<file path="src/core/priv_ctl_pkg.sv">
// Package for the privileged control and exception return unit.
// Assumes a single core clock; shared by the unit and its bench.
package priv_ctl_pkg;

  // APB register byte offsets
  localparam logic [7:0] OFF_CTRL    = 8'h00;
  localparam logic [7:0] OFF_STATUS  = 8'h04;
  localparam logic [7:0] OFF_EPC     = 8'h08;
  localparam logic [7:0] OFF_ERRPC   = 8'h0C;
  localparam logic [7:0] OFF_SHADOW  = 8'h10;
  localparam logic [7:0] OFF_VPCTL   = 8'h14;
  localparam logic [7:0] OFF_CFG5    = 8'h18;
  localparam logic [7:0] OFF_STATE   = 8'h1C;

  // Status word field positions
  localparam int IE_POS  = 0;
  localparam int EXL_POS = 1;
  localparam int ERL_POS = 2;
  localparam int BEV_POS = 22;
  localparam int CU0_POS = 28;

  // Shadow set control field positions
  localparam int CSS_LSB = 0;
  localparam int PSS_LSB = 6;
  localparam int HSS_LSB = 26;

  // Control register fields: architecture revision, compressed ISA_SUPPORT_FIELD present, ISA_SUPPORT_FIELD field
  localparam int REV_LSB  = 0;
  localparam int C16_POS  = 4;
  localparam int ISAF_LSB = 8;
  localparam int DIS_POS  = 0;
  localparam int LLB_POS  = 4;

  localparam logic [31:0] STATUS_RST = 32'h0040_0004;
  localparam logic [31:0] CTRL_RST   = 32'h0000_0002;
  localparam logic [2:0]  MIN_REV    = 3'h2;

  // Hazard barrier encoding: shift of r0 into r0 by 3
  localparam logic [31:0] EHB_CODE = 32'h0000_00C0;

  typedef enum logic [2:0] {
    OP_NONE, OP_DVP, OP_EI, OP_EHB, OP_EXCEPTION_RETURN_INSTR, OP_EXCEPTION_RETURN_KEEP_LINK_INSTR
  } op_e;

  typedef struct packed {
    logic        valid;
    op_e         op;
    logic [4:0]  rd;
    logic [31:0] raw;
  } instr_s;

  typedef struct packed {
    logic        valid;
    logic        unusable;
    logic        wen;
    logic [4:0]  rd;
    logic [31:0] data;
  } result_s;

  typedef struct packed {
    logic        valid;
    logic [31:0] pc;
    logic        isa_mode_flag;
  } redirect_s;

endpackage

</file>
<file path="src/core/priv_control_exception_return.sv">
// Privileged control unit: vp-disable, hazard barrier, interrupt enable, exception return.
// Assumes issue logic presents one privileged instruction at a time and waits for done.
//
// Notes on behaviour
// - Without cop0 access, vp-disable and interrupt-enable raise coprocessor-unusable.
// - Vp-disable stays unretired until all other targeted processors drain.
// - After siblings disabled, copy old control word to rd, then set flag.
// - Vp-disable with flag already set acts as a no-operation.
// - Paused siblings do not resume on link clear until vp-enable.
// - Waiting siblings ignore interrupts until vp-enable.
// - Siblings are suspended whatever their operating mode.
// - Shift of r0 into r0 by 3 decodes as the hazard barrier.
// - Hazard barrier stalls issue until execution hazards are resolved.
// - Hazard barrier need not clear instruction hazards.
// - Interrupt-enable read and set are indivisible, no exception between.
// - Exception return has no delay slot; next instruction is squashed.
// - Error level selects error pc and clears it, else exception pc.
// - Non-error path with revision, shadow sets, no bootstrap restores shadow set.
// - With compressed ISA_SUPPORT_FIELD, pc takes target with bit 0 cleared, mode flag takes target bit 0.
// - Exception return clears the link reservation flag.
// - Both returns clear all hazards, seen from fetch at target.
// - No-clear return behaves alike but keeps the link reservation flag.
// - Configuration word five shows the no-clear return present bit.
`timescale 1ns/100ps

module priv_control_exception_return #(
  parameter int NUM_VP       = 4,
  parameter int HAZARD_DEPTH = 3
) (
  input  wire logic                        clk,
  input  wire logic                        rst,
  input  wire logic                        psel,
  input  wire logic                        penable,
  input  wire logic                        pwrite,
  input  wire logic [7:0]                  paddr,
  input  wire logic [31:0]                 pwdata,
  output logic                             pready,
  output logic [31:0]                      prdata,
  output logic                             pslverr,
  input  wire priv_ctl_pkg::instr_s        issueInstr,
  input  wire logic [NUM_VP-1:0]           siblingBusy,
  input  wire logic [NUM_VP-1:0]           siblingPaused,
  input  wire logic [NUM_VP-1:0]           siblingWaiting,
  input  wire logic                        vpEnable,
  input  wire logic                        llSet,
  input  wire logic                        hazardPending,
  output logic                             instrDone,
  output logic                             issueStall,
  output logic                             squashNext,
  output logic                             clearHazards,
  output priv_ctl_pkg::result_s            result,
  output priv_ctl_pkg::redirect_s          redirect,
  output logic [NUM_VP-1:0]                siblingFetchOff,
  output logic [NUM_VP-1:0]                siblingIntMask,
  output logic [NUM_VP-1:0]                siblingHoldPause,
  output logic                             linkReservation,
  output logic                             globalIntEnable
);

  // Parameter range the counter and sibling masks can serve
  if (NUM_VP < 2 || HAZARD_DEPTH < 1 || HAZARD_DEPTH > 15) begin : g_badParams
    $error("priv_control_exception_return: unsupported parameters");
  end

  typedef enum logic [1:0] { ST_IDLE, ST_DRAIN, ST_BARRIER } state_e;

  typedef struct packed {
    state_e                   state;
    logic [3:0]               cnt;
    logic [31:0]              status;
    logic [31:0]              exception_pc;
    logic [31:0]              errPc;
    logic [31:0]              shadow;
    logic [31:0]              ctrl;
    logic                     disFlag;
    logic [4:0]               rdHold;
    logic                     llFlag;
    logic                     ready;
    logic [31:0]              rdata;
    logic                     slvErr;
    logic                     done;
    logic                     stall;
    logic                     squash;
    logic                     clrHaz;
    priv_ctl_pkg::result_s    res;
    priv_ctl_pkg::redirect_s  redir;
    logic [NUM_VP-1:0]        fetchOff;
    logic [NUM_VP-1:0]        intMask;
    logic [NUM_VP-1:0]        holdPause;
  } reg_s;

  reg_s st_r;
  reg_s st_nxt;

  // Decode a raw word or explicit op into a unit operation
  function automatic priv_ctl_pkg::op_e decodeOp(input priv_ctl_pkg::instr_s ins);
    if (ins.raw == priv_ctl_pkg::EHB_CODE)
      return priv_ctl_pkg::OP_EHB;
    return ins.op;
  endfunction

  // Old-value write-back, dropped for r0
  function automatic priv_ctl_pkg::result_s mkResult(input logic [4:0] rd,
                                                     input logic [31:0] d);
    priv_ctl_pkg::result_s r;
    r.valid    = 1'b1;
    r.unusable = 1'b0;
    r.wen      = (rd != 5'h00);
    r.rd       = rd;
    r.data     = d;
    return r;
  endfunction

  logic                apbWr;
  logic                apbRd;
  priv_ctl_pkg::op_e   op;
  logic                cu0;
  logic [31:0]         target;
  logic                compressed;
  logic [31:0]         vpWord;

  always_comb begin
    st_nxt      = st_r;
    apbWr       = psel && penable && pwrite && !st_r.ready;
    apbRd       = psel && penable && !pwrite && !st_r.ready;
    op          = issueInstr.valid ? decodeOp(issueInstr) : priv_ctl_pkg::OP_NONE;
    cu0         = st_r.status[priv_ctl_pkg::CU0_POS];
    vpWord      = {31'h0000_0000, st_r.disFlag};
    target      = 32'h0000_0000;
    compressed  = st_r.ctrl[priv_ctl_pkg::C16_POS]
                  || (st_r.ctrl[priv_ctl_pkg::ISAF_LSB +: 2] != 2'h0);

    st_nxt.done     = 1'b0;
    st_nxt.squash   = 1'b0;
    st_nxt.clrHaz   = 1'b0;
    st_nxt.res      = '0;
    st_nxt.redir    = '0;
    st_nxt.ready    = 1'b0;
    st_nxt.slvErr   = 1'b0;

    ////////////////////////////////////////////////////////////////////////
    // APB slave, one wait state
    if (apbWr || apbRd) begin
      st_nxt.ready = 1'b1;
      st_nxt.rdata = 32'h0000_0000;
      case (paddr)
        priv_ctl_pkg::OFF_CTRL:   if (apbWr) st_nxt.ctrl = pwdata;
                                  else st_nxt.rdata = st_r.ctrl;
        priv_ctl_pkg::OFF_STATUS: if (apbWr) st_nxt.status = pwdata;
                                  else st_nxt.rdata = st_r.status;
        priv_ctl_pkg::OFF_EPC:    if (apbWr) st_nxt.exception_pc = pwdata;
                                  else st_nxt.rdata = st_r.exception_pc;
        priv_ctl_pkg::OFF_ERRPC:  if (apbWr) st_nxt.errPc = pwdata;
                                  else st_nxt.rdata = st_r.errPc;
        priv_ctl_pkg::OFF_SHADOW: if (apbWr) st_nxt.shadow = pwdata;
                                  else st_nxt.rdata = st_r.shadow;
        priv_ctl_pkg::OFF_VPCTL:  if (!apbWr) st_nxt.rdata = vpWord;
        priv_ctl_pkg::OFF_CFG5:   if (!apbWr) st_nxt.rdata = 32'h0000_0001 << priv_ctl_pkg::LLB_POS;
        priv_ctl_pkg::OFF_STATE:  if (!apbWr) st_nxt.rdata = {30'h0000_0000, st_r.llFlag,
                                                             st_r.stall};
        default:                  st_nxt.slvErr = 1'b1;
      endcase
    end

    // Load-linked sets the reservation
    if (llSet)
      st_nxt.llFlag = 1'b1;

    // Sibling hold released by vp-enable
    if (vpEnable) begin
      st_nxt.disFlag   = 1'b0;
      st_nxt.fetchOff  = '0;
      st_nxt.intMask   = '0;
      st_nxt.holdPause = '0;
    end

    ////////////////////////////////////////////////////////////////////////
    // Instruction sequencing
    case (st_r.state)
      ST_IDLE: begin
        case (op)
          priv_ctl_pkg::OP_DVP, priv_ctl_pkg::OP_EI: begin
            st_nxt.done = 1'b1;
            if (!cu0) begin
              st_nxt.res.valid    = 1'b1;
              st_nxt.res.unusable = 1'b1;
            end else if (op == priv_ctl_pkg::OP_EI) begin
              // read and set in one cycle
              st_nxt.res = mkResult(issueInstr.rd, st_r.status);
              st_nxt.status[priv_ctl_pkg::IE_POS] = 1'b1;
            end else if (st_r.disFlag) begin
              st_nxt.res = mkResult(issueInstr.rd, vpWord);
            end else begin
              st_nxt.done      = 1'b0;
              st_nxt.stall     = 1'b1;
              st_nxt.rdHold    = issueInstr.rd;
              st_nxt.fetchOff  = '1;
              st_nxt.holdPause = siblingPaused;
              st_nxt.intMask   = siblingWaiting | siblingPaused | '1;
              st_nxt.state     = ST_DRAIN;
            end
          end
          priv_ctl_pkg::OP_EHB: begin
            st_nxt.stall = 1'b1;
            st_nxt.cnt   = 4'(HAZARD_DEPTH);
            st_nxt.state = ST_BARRIER;
          end
          priv_ctl_pkg::OP_EXCEPTION_RETURN_INSTR, priv_ctl_pkg::OP_EXCEPTION_RETURN_KEEP_LINK_INSTR: begin
            st_nxt.done   = 1'b1;
            st_nxt.squash = 1'b1;
            if (st_r.status[priv_ctl_pkg::ERL_POS]) begin
              target = st_r.errPc;
              st_nxt.status[priv_ctl_pkg::ERL_POS] = 1'b0;
            end else begin
              target = st_r.exception_pc;
              st_nxt.status[priv_ctl_pkg::EXL_POS] = 1'b0;
              if (st_r.ctrl[priv_ctl_pkg::REV_LSB +: 3] >= priv_ctl_pkg::MIN_REV
                  && st_r.shadow[priv_ctl_pkg::HSS_LSB +: 4] != 4'h0
                  && !st_r.status[priv_ctl_pkg::BEV_POS])
                st_nxt.shadow[priv_ctl_pkg::CSS_LSB +: 4] =
                  st_r.shadow[priv_ctl_pkg::PSS_LSB +: 4];
            end
            st_nxt.redir.valid = 1'b1;
            if (compressed) begin
              st_nxt.redir.pc      = {target[31:1], 1'b0};
              st_nxt.redir.isa_mode_flag = target[0];
            end else begin
              st_nxt.redir.pc      = target;
              st_nxt.redir.isa_mode_flag = 1'b0;
            end
            if (op == priv_ctl_pkg::OP_EXCEPTION_RETURN_INSTR)
              st_nxt.llFlag = 1'b0;
            st_nxt.clrHaz = 1'b1;
          end
          default: ;
        endcase
      end
      ST_DRAIN: begin
        if (siblingBusy == '0) begin
          // copy old word then set flag
          st_nxt.res     = mkResult(st_r.rdHold, vpWord);
          st_nxt.disFlag = 1'b1;
          st_nxt.done    = 1'b1;
          st_nxt.stall   = 1'b0;
          st_nxt.state   = ST_IDLE;
        end
      end
      ST_BARRIER: begin
        if (st_r.cnt > 4'h1)
          st_nxt.cnt = st_r.cnt - 4'h1;
        else if (!hazardPending) begin
          st_nxt.clrHaz = 1'b1;
          st_nxt.done   = 1'b1;
          st_nxt.stall  = 1'b0;
          st_nxt.state  = ST_IDLE;
        end
      end
      default: st_nxt.state = ST_IDLE;
    endcase
  end

  ////////////////////////////////////////////////////////////////////////
  // State register, synchronous reset
  always_ff @(posedge clk) begin
    if (rst) begin
      st_r        <= '0;
      st_r.status <= priv_ctl_pkg::STATUS_RST;
      st_r.ctrl   <= priv_ctl_pkg::CTRL_RST;
    end else begin
      st_r <= st_nxt;
    end
  end

  assign pready           = st_r.ready;
  assign prdata           = st_r.rdata;
  assign pslverr          = st_r.slvErr;
  assign instrDone        = st_r.done;
  assign issueStall       = st_r.stall;
  assign squashNext       = st_r.squash;
  assign clearHazards     = st_r.clrHaz;
  assign result           = st_r.res;
  assign redirect         = st_r.redir;
  assign siblingFetchOff  = st_r.fetchOff;
  assign siblingIntMask   = st_r.intMask;
  assign siblingHoldPause = st_r.holdPause;
  assign linkReservation  = st_r.llFlag;
  assign globalIntEnable  = st_r.status[priv_ctl_pkg::IE_POS];

  ////////////////////////////////////////////////////////////////////////
  // Sequencing checks
  AST_UNUSABLE: assert property (@(posedge clk) disable iff (rst)
    (st_r.state == ST_IDLE && !cu0
     && (op == priv_ctl_pkg::OP_DVP || op == priv_ctl_pkg::OP_EI))
    |=> (result.valid && result.unusable))
    else $error("coprocessor unusable not raised");

  AST_DRAIN_HOLD: assert property (@(posedge clk) disable iff (rst)
    (st_r.state == ST_DRAIN && siblingBusy != '0) |=> !instrDone)
    else $error("vp-disable retired while siblings busy");

  AST_DIS_NOP: assert property (@(posedge clk) disable iff (rst)
    (st_r.state == ST_IDLE && op == priv_ctl_pkg::OP_DVP && cu0 && st_r.disFlag)
    |=> (instrDone && result.data[0] && !issueStall))
    else $error("vp-disable with flag set did not complete at once");

  AST_BARRIER_STALL: assert property (@(posedge clk) disable iff (rst)
    (st_r.state == ST_BARRIER) |-> issueStall)
    else $error("barrier without issue stall");

  AST_EI_SET: assert property (@(posedge clk) disable iff (rst)
    (st_r.state == ST_IDLE && op == priv_ctl_pkg::OP_EI && cu0)
    |=> (globalIntEnable && result.valid))
    else $error("interrupt enable not set");

  AST_RET_SQUASH: assert property (@(posedge clk) disable iff (rst)
    (st_r.state == ST_IDLE
     && (op == priv_ctl_pkg::OP_EXCEPTION_RETURN_INSTR || op == priv_ctl_pkg::OP_EXCEPTION_RETURN_KEEP_LINK_INSTR))
    |=> (squashNext && clearHazards && redirect.valid))
    else $error("return without squash, hazard clear or redirect");

  AST_LINK_CLEAR: assert property (@(posedge clk) disable iff (rst)
    (st_r.state == ST_IDLE && op == priv_ctl_pkg::OP_EXCEPTION_RETURN_INSTR) |=> !linkReservation)
    else $error("link reservation survived return");
endmodule

</file>
<file path="config.mk">
export PLATFORM = sky130hd
export DESIGN_NAME = priv_control_exception_return
export DESIGN_NICKNAME = d
export VERILOG_FILES = /design/src/core/priv_ctl_pkg.sv /design/src/core/priv_control_exception_return.sv
export SDC_FILE = /design/constraint.sdc
export NUM_CORES = 1
export LEC_CHECK = 0
export BUFFER_PORTS_ARGS = -buffer_cell sky130_fd_sc_hd__buf_2
export CORE_MARGIN = 3
export CORE_UTILIZATION = 35
export CTS_CLUSTER_DIAMETER = 100
export DETAILED_ROUTE_END_ITERATION = 10
export SLEW_MARGIN = 20
export SYNTH_ARGS = -nofsm -noshare
export SYNTH_HDL_FRONTEND = slang
export SYNTH_SLANG_ARGS = --single-unit
</file>
<file path="constraint.sdc">
create_clock -name clk -period 2.1 [get_ports clk]
set_clock_uncertainty 0.2 [all_clocks]
set_input_delay 0.21 -clock clk [delete_from_list [all_inputs] [get_ports clk]]
set_output_delay 0.21 -clock clk [all_outputs]
set_load 0.01 [all_outputs]
</file>
# After elaboration in Yosys (flattened, before gate mapping)
# Index checks and enable logic that the tools add are counted.
dict set report word_totals {
  ff_bits 297
  in_bits 101
  output_inout_bits 126
  elab_cells 186
}
dict set report op_classes {
  addsub 1
  magnitude_cmp 2
  eq_ne 24
  mux 84
  bitwise 6
  n_reduce_logical 38
}
# cell n
set ops {}
lappend ops {{2-to-1 mux 32 bit} 14}
lappend ops {{one-hot mux 32 bit (8 select lines)} 1}
lappend ops {{2-to-1 mux 40 bit} 4}
lappend ops {{2-to-1 mux 131 bit} 1}
lappend ops {{one-hot mux 40 bit (2 select lines)} 1}
lappend ops {{2-to-1 mux 12 bit} 6}
lappend ops {{2-to-1 mux 34 bit} 2}
lappend ops {{2-to-1 mux 38 bit} 1}
lappend ops {{2-to-1 mux 2 bit} 17}
lappend ops {{== test 32 x 8 -> 1 bit, second input constant} 1}
lappend ops {{== test 8 x 5 -> 1 bit, second input constant} 4}
lappend ops {{2-to-1 mux 4 bit} 6}
lappend ops {{2-to-1 mux 3 bit} 6}
lappend ops {{AND reduction 3 bit} 6}
lappend ops {{2-to-1 mux 1 bit} 17}
lappend ops {{== test 8 x 4 -> 1 bit, second input constant} 2}
lappend ops {{one-hot mux 2 bit (3 select lines)} 2}
lappend ops {{nonzero test 5 bit} 2}
lappend ops {{inequality test 3 bit, second input constant} 3}
lappend ops {{== test 8 x 3 -> 1 bit, second input constant} 1}
lappend ops {{zero test 8 bit} 1}
lappend ops {{inequality test 2 bit, second input constant} 4}
lappend ops {{one-hot mux 4 bit (2 select lines)} 1}
lappend ops {{AND reduction 8 bit} 1}
lappend ops {{other kinds (28)} 51}

# Logic depth before layout (Yosys ltp)
# Gate-level depths: netlist (run 1).
dict set report depth {
  ltp_word 10
  depth_mapped 8
  depth_no_buf 7
}

# Least setup slack after synthesis (run 1)
# Ideal clock, no wire load.
dict set report synth_timing {
  kind {reg-to-reg}
  startpoint {register st_r[296] in the netlist's numbering}
  endpoint {register st_r (netlist bit siblingHoldPause[1])}
  setup_time_ns 0.128
  t_arrival_ns 1.749
  required_ns 1.772
  setup_slack_ns 0.023
  stages_incl_launch_ff 8
  n_path_buf 2
  synth_period_minus_slack_ns 2.077
  path_cell_list {dfxtp_1 buf_2 or3b_4 nor3_4 o211ai_2 buf_2 mux2i_1 nor2_1}
}
dict set report synth_via {
  elab_chain_cells 2
}
# element line_no
set synth_rtl {}
lappend synth_rtl {{start: declaration} priv_control_exception_return.sv:92} ;# reg_s st_r;
lappend synth_rtl {{start signal: assignment} priv_control_exception_return.sv:270} ;# st_r <= st_nxt;
lappend synth_rtl {{zero test 2 bit} priv_control_exception_return.sv:179} ;# case (st_r.state)
lappend synth_rtl {{2-to-1 mux 12 bit} priv_control_exception_return.sv:179}
# Every way passes these cells.
# A chain may end at the register's enable or synchronous reset.

# Worst setup path in the final report (run 1)
dict set report layout_timing {
  startpoint {input issueInstr[40] in the netlist's numbering}
  endpoint {register st_r (netlist bit redirect[12])}
}
dict set report layout_via {
  elab_chain_cells 5
  word_cells_on_any_way 6
  cone_classes {2 x eq/ne; 1 x mux; 1 x bitwise; 2 x reduce/logical}
}
# element line_no
set layout_rtl {}
lappend layout_rtl {{start: declaration} priv_control_exception_return.sv:40} ;# input wire priv_ctl_pkg::instr_s issueInstr,
lappend layout_rtl {{2-to-1 mux 3 bit (*)} priv_control_exception_return.sv:126} ;# op = issueInstr.valid ? decodeOp(issueInstr) : priv_ctl_pkg::OP_NONE;
lappend layout_rtl {{== test 3 bit} priv_control_exception_return.sv:181} ;# case (op)
lappend layout_rtl {{OR reduction 2 bit (*)} priv_control_exception_return.sv:181}
lappend layout_rtl {{inverter 1 bit (no line) (*)} -}
lappend layout_rtl {{OR reduction 3 bit (no line) (*)} -}
# Every way passes the cells marked *; elsewhere a longest branch is shown, timed or not.

==> results of run 1 <==
-- synthesized netlist by cell type (all sizes together) (3+ instances only) --
cell	n	area share, %
or3b	3	0.23
nor2	58	1.7
nor3b	5	0.43
clkbuf	62	1.9
nor4	13	0.70
mux4	30	5.4
nand3	7	0.28
nor3	19	0.89
a22oi	31	1.9
nand2b	11	0.55
o21ai	37	1.5
mux2	3	0.27
nor2b	8	0.40
mux2i	43	3.4
o211a	4	0.32
dfxtp	296	47
a21oi	166	7.3
nand3b	6	0.36
a22o	5	0.35
nand2	361	11
and2	35	1.8
o41ai	3	0.21
or2	4	0.22
buf	151	9.1
inv	4	0.12
or4	7	0.48
-- worst min-delay path by stage --
stage	to	startpoint	slack (ps)
after floorplan	st_r[132]	pwdata[1]	130
after global placement	prdata[30]	prdata[30]	230
after detailed placement	prdata[15]	prdata[15]	240
after CTS	prdata[1]	paddr[4]	30
after global routing	st_r[130]	siblingBusy[1]	80
final	prdata[1]	paddr[4]	40
-- state kept, by name, indices dropped and copies added, names as in the netlist, 4 cells and up --
register          count
st_r                170
result               40
redirect             33
prdata               32
siblingFetchOff       4
siblingHoldPause      4
siblingIntMask        4
-- power by group --
part	switching (uW)	internal [uW]	total [uW]
Sequential	9.60	5630	5640
Clock	2260	3810	6060
Combinational	323	259	582
Total	2590	9690	12300
-- worst max-delay path: stages --
cell	delay (ps)
dlygate4sd3_1	520
buf_2	120
or3b_4	420
nor3b_2	200
o21ai_1	120
or2_2	330
buf_6	200
nor2_1	160
-- stage by stage --
stage | instances | TNS (ps) | util, %
final | 2042 | 0 | 43.95
after floorplan | 1401 | 0 | -
after CTS | 2042 | 0 | 43.85
after global placement | 1929 | -4599 | 38.93
after detailed placement | 1929 | -6767 | 38.93
after global routing | 2042 | -147.7 | 43.95
-- cell type report --
type / count / area [um2]
well taps: 455 / 569.3
repair buffers: 342 / 2400
clock inverters: 4 / 95.09
inverters: 4 / 15.01
fillers: 3432 / 19550
clock buffers: 53 / 1056
flip-flops and latches: 296 / 5927
multi-input cells: 888 / 5268
-- what timing repair did --
action | CTS | global route
endpoints found under the hold margin | 194 | 0
hold buffers | 55 | 0
setup endpoints to repair | 27 | 26
buffers inserted | 1 | 0
pin swaps | 1 | 0
gates resized for setup | 2 | 13
-- cells by family after synthesis --
group,count (synthesis)
compound gates,262
flops,296
fa+ha+maj,2
mux,76
buf+inv,217
simple gates,547
xor+xnor,1
-- routing by layer --
metal | GRT usage (%) | vias up | part of all wire, %
li1 | - | 4941 | -
met1 | 25.12 | 4816 | 45
met2 | 29.55 | 336 | 46
met3 | 4.698 | 56 | 7.7
met4 | 4.515 | 0 | 2.0
met5 | 0 | - | 0
==> out/qor.csv, run 1 <==
stage,metric,value,unit
cts,Clock Tree Buf Depth,3,
synthesis,Syn Inst Count,1401,
floorplanning,Die ar.,38010,um2
route,router iterations before antenna repair,5,
critical_path,worst endpoint data arrival time,2290,ps
synthesis,"Seq/Total Area, Yosys",47.42,%
synthesis,Yosys cell types,64,
final_layout,"most common cell after layout, fill and taps aside",nand2_1,
floorplanning,io pins,227,
synthesis,mux contribution to synthesized area,9.121,%
sta,Pins Over Slew Limit,0,
cts,Root Driver,clkbuf_16,
synthesis,simple-gate share of the synthesized area,19.50,%
grt,initial antenna violation count,0,
synthesis,synthesized flop and latch total,296,
route,Final ANT Viol Nets,0,
synthesis,Post-synth EDFFs,0,
cts,Skew-Pair Late Insertion Delay,500,ps
final_layout,layout cells sized above 1,26.97,%
route,number of DRC markers in iteration 0,664,
synthesis,Synth Area in Adders,0.2002,%
synthesis,synthesized area per cell,8.920,um2
critical_path,crit path from,issueInstr[40],
sta,# setup viols final,0,
cts,CTS Sinks,296,
floorplanning,Die Y,195.0,um
placed_design,final HPWL from detailed placement,23.82,mm
placed_design,port buffer count,222,
route,Residual DRC,0,
grt,Total GRT Usage,18.47,%
sta,RSZ-0062 raised after global routing,true,
sta,Slew headroom,37.96,%
floorplanning,Core ar.,34880,um2
final_layout,P&R area growth vs syn,22.67,%
final_layout,design area,15330,um2
pwr,VDD IR max,0.5077,mV
critical_path,Reg2Reg Launch Point,st_r[295],
synthesis,Post-Synth XOR/XNOR Area,0.07008,%
outcome,outcome,finished clean,
cts,H-tree lvl count,2,
sta,worst-margin pin slew,928.7,ps
synthesis,post-synthesis compound-gate area fraction,12.59,%
pwr,"Power, Total",12280,uW
critical_path,WS Path Type,primary input to register,
floorplanning,die width,195.0,um
grt,total global routing overflow,0,
final_layout,final net count,1669,
critical_path,Worst Setup Start Kind,primary input,
cts,"Clk pin slew, worst setup/hold paths",60,ps
sta,final hold vios,0,
final_layout,most frequent cells in the layout,"358 x nand2_1, 295 x dfxtp_1, 220 x buf_2, 145 x a21oi_1, 55 x dlygate4sd3_1",
cts,CTS tree,built,
critical_path,R2R depth,6,
sta,worst setup margin,29.05,ps
floorplanning,Initial Util,35.82,%
sta,post-layout min period,2071,ps
hold_path,HP Class,primary input to register,
hold_path,Hold Path Depth,4,
pwr,Lkg Pwr,0.006084,uW
sta,Tcrit/Tclk final,98.62,%
final_layout,ANT cells,0,
grt,vias in the first global route,10070,
sta,FMAX,0.4829,GHz
grt,largest net degree at the start of global routing,98,
critical_path,r2r endpoint,redirect[12],
synthesis,main combinational cell family by area after synthesis,simple AND/OR/NAND/NOR gates,
critical_path,flop-to-flop setup slack,50,ps
route,wire per inst,17.59,um
synthesis,Post-Synthesis Cell Area,12500,um2
placed_design,cell area after placement,13580,um2
sta,Hold WS,44.12,ps
synthesis,"Top FF cell, synth",dfxtp_1,
critical_path,Worst setup EP type,register,
grt,first-pass GRT wire length,56.57,mm
synthesis,synth warn,0,
cts,cts bufs inserted,34,
route,total number of vias,10150,
route,Vias/cell,4.970,
placed_design,pre-CTS WS,-102.8,ps
critical_path,highest net fanout along the worst path,22,
synthesis,syn nets,1504,
placed_design,routability cong.,0.7985,
critical_path,Worst EP required,2320,ps
flow_run,MaxCap Viol Count,0,
floorplanning,placement row count,68,
pwr,pwr/cell area,801.2,nW/um2
route,final WL,35.91,mm
synthesis,async set or reset register ratio after synthesis,0,%
critical_path,Critical Path End,redirect[12],
No activity file was read; power rests on OpenSTA's default activity.
==> run 2, diff against run 1 <==
CORE_UTILIZATION = 50   (was 35)
PLACE_DENSITY = 0.76   (was default)
==> out/qor.csv, run 2 (same netlist as run 1, synthesis figures left out) <==
stage,metric,value,unit
grt,total global routing overflow,0,
cts,Post-CTS Repair Setup Buffers,0,
sta,# setup viols final,0,
final_layout,"most common cell after layout, fill and taps aside",nand2_1,
floorplanning,placement row count,57,
flow_run,MaxCap Viol Count,0,
critical_path,highest net fanout along the worst path,32,
final_layout,register area,5927,um2
final_layout,"Core Util, Final",61.92,%
pwr,Internal,9542,uW
sta,Pins Over Slew Limit,0,
critical_path,"CP delay by family, top",simple AND/OR/NAND/NOR gates,
sta,worst-margin pin slew,913.6,ps
pwr,pwr/cell area,797.4,nW/um2
route,Final ANT Viol Nets,0,
pwr,sw frac,21.00,%
critical_path,WS Path Type,primary input to register,
pwr,combinational power share,5.0,%
floorplanning,io pins,227,
pwr,VDD IR max,0.5993,mV
critical_path,flop-to-flop setup slack,100,ps
final_layout,max reg flops,170,
floorplanning,Initial Util,51.09,%
placed_design,routability cong.,0.8519,
route,Vias/cell,5.423,
grt,first-pass GRT wire length,53.69,mm
cts,H-tree lvl count,1,
outcome,outcome,finished clean,
final_layout,ANT cells,0,
pwr,Clk pwr share,48.4,%
floorplanning,Die ar.,26930,um2
critical_path,"most used cell, CP",or4_4,
floorplanning,die width,164.1,um
floorplanning,Die Y,164.1,um
final_layout,Largest Register,st_r,
route,final WL,34.62,mm
critical_path,worst endpoint data arrival time,2320,ps
route,number of DRC markers in iteration 0,713,
sta,post-layout min period,2048,ps
sta,Tcrit/Tclk final,97.53,%
cts,Skew-Pair Late Insertion Delay,550,ps
sta,RSZ-0062 raised after global routing,false,
cts,"Clk pin slew, worst setup/hold paths",60,ps
critical_path,crit-path cells,buf_2 > dlygate4sd3_1 > or4_4 > or4_4 > buf_12 > o21ai_0,
cts,Root Driver,clkbuf_16,
cts,CTS Sinks,296,
grt,initial antenna violation count,0,
final_layout,final net count,1675,
route,router iterations before antenna repair,5,
placed_design,final HPWL from detailed placement,22.56,mm
pwr,Lkg Pwr,0.006106,uW
final_layout,multi-input logic area,5241,um2
floorplanning,Core ar.,24460,um2
grt,vias in the first global route,10220,
route,total number of vias,10390,
critical_path,CP max stage delay,570,ps
sta,FMAX,0.4883,GHz
cts,cts bufs inserted,30,
critical_path,Worst Path Buf+Inv,3,
cts,Clock Tree Buf Depth,3,
final_layout,P&R area growth vs syn,21.21,%
grt,largest net degree at the start of global routing,58,
route,Residual DRC,0,
critical_path,Worst setup EP type,register,
critical_path,Crit-path slowest cell,dlygate4sd3_1,
placed_design,port buffer count,222,
sta,final hold vios,0,
grt,Total GRT Usage,24.83,%
route,wire per inst,18.08,um
critical_path,Worst EP required,2370,ps
final_layout,layout cells sized above 1,26.59,%
cts,CTS tree,built,
final_layout,most frequent cells in the layout,"361 x nand2_1, 295 x dfxtp_1, 222 x buf_2, 145 x a21oi_1, 59 x dlygate4sd3_1",
critical_path,Worst Setup Start Kind,primary input,
pwr,Flop pwr share,46.7,%
pwr,Net Switching,2537,uW
hold_path,HP Class,primary input to register,
pwr,"Power, Total",12080,uW
final_layout,fillers,2000,
sta,Slew headroom,38.96,%
[run 2: changes by cell type in the layout (fill, tap and decap cells not counted), moves of 3 or more]
cell / previous run / this run
nand2_2: 3 / 0
o21ai_0: 24 / 17
o21ai_1: 12 / 19
dlygate4sd3_1: 55 / 59
nor2_1: 54 / 57
clkbuf_1: 9 / 2
clkbuf_16: 37 / 30
nand2_1: 358 / 361
buf_4: 46 / 50
bufinv_16: 3 / 6
and2_1: 31 / 34
[run 2: path summary, 6_finish.rpt]
| kind | start | to | depth (start not counted) |
|---|---|---|---|
| worst min register to register | prdata[8] | prdata[8] | 2 |
| worst max-delay path | paddr[7] | prdata[22] | 6 |
| worst max register to register | pready | st_r[134] | 8 |
| worst min-delay path | siblingBusy[0] | st_r[130] | 5 |
[run 2: repair_timing]
action / CTS / global route
hold buffers: 59 / 0
setup endpoints to repair: 0 / 59
endpoints found under the hold margin: 204 / 0
gates resized for setup: 0 / 22
[run 2: tightest hold or removal path: stages]
cell,delay [ps]
buf_2,70
or4_1,130
or3b_4,140
buf_4,100
a21oi_1,50
[run 2: power groups by stage]
| stage | clock network, uW | logic (uW) | registers, uW |
|---|---|---|---|
| 6_report | 5840 | 599 | 5640 |
| 5_1_grt | 6110 | 640 | 5640 |
| 4_1_cts | 5900 | 586 | 5640 |
| 3_5_place_dp | 0 | 499 | 5760 |
| 3_3_place_gp | 0 | 492 | 5760 |
| 2_1_floorplan | 0 | 236 | 5760 |
[run 2: through the flow]
| step | worst slack [ps] | instance area (um2) | cells | setup TNS [ps] | hold WS (ps) |
|---|---|---|---|---|---|
| 2_1_floorplan | 23.43 | 12500 | 1401 | 0 | 134.2 |
| 3_3_place_gp | -95.23 | 13420 | 1804 | -5811 | 232.3 |
| 3_5_place_dp | -151.6 | 13420 | 1804 | -11540 | 241.1 |
| 4_1_cts | 19.05 | 15100 | 1914 | 0 | -18.57 |
| 5_1_grt | 9.382 | 15150 | 1915 | 0 | 16.28 |
| 6_report | 51.88 | 15150 | 1915 | 0 | 11.89 |
[run 2: per-layer routing]
layer / share of wire (%) / global-route usage, %
met1: 40 / 32.13
met2: 48 / 42.18
met3: 9.5 / 4.792
met4: 2.5 / 7.382
met5: 0 / 0
[run 2: area by class of cell]
class | count | area share (%)
Timing Repair Buffer | 352 | 16.26
Sequential cell | 296 | 39.13
Inverter | 4 | 0.09912
Clock buffer | 41 | 5.824
Multi-Input combinational cell | 888 | 34.60
Clock inverter | 10 | 1.413
Tap cell | 324 | 2.676
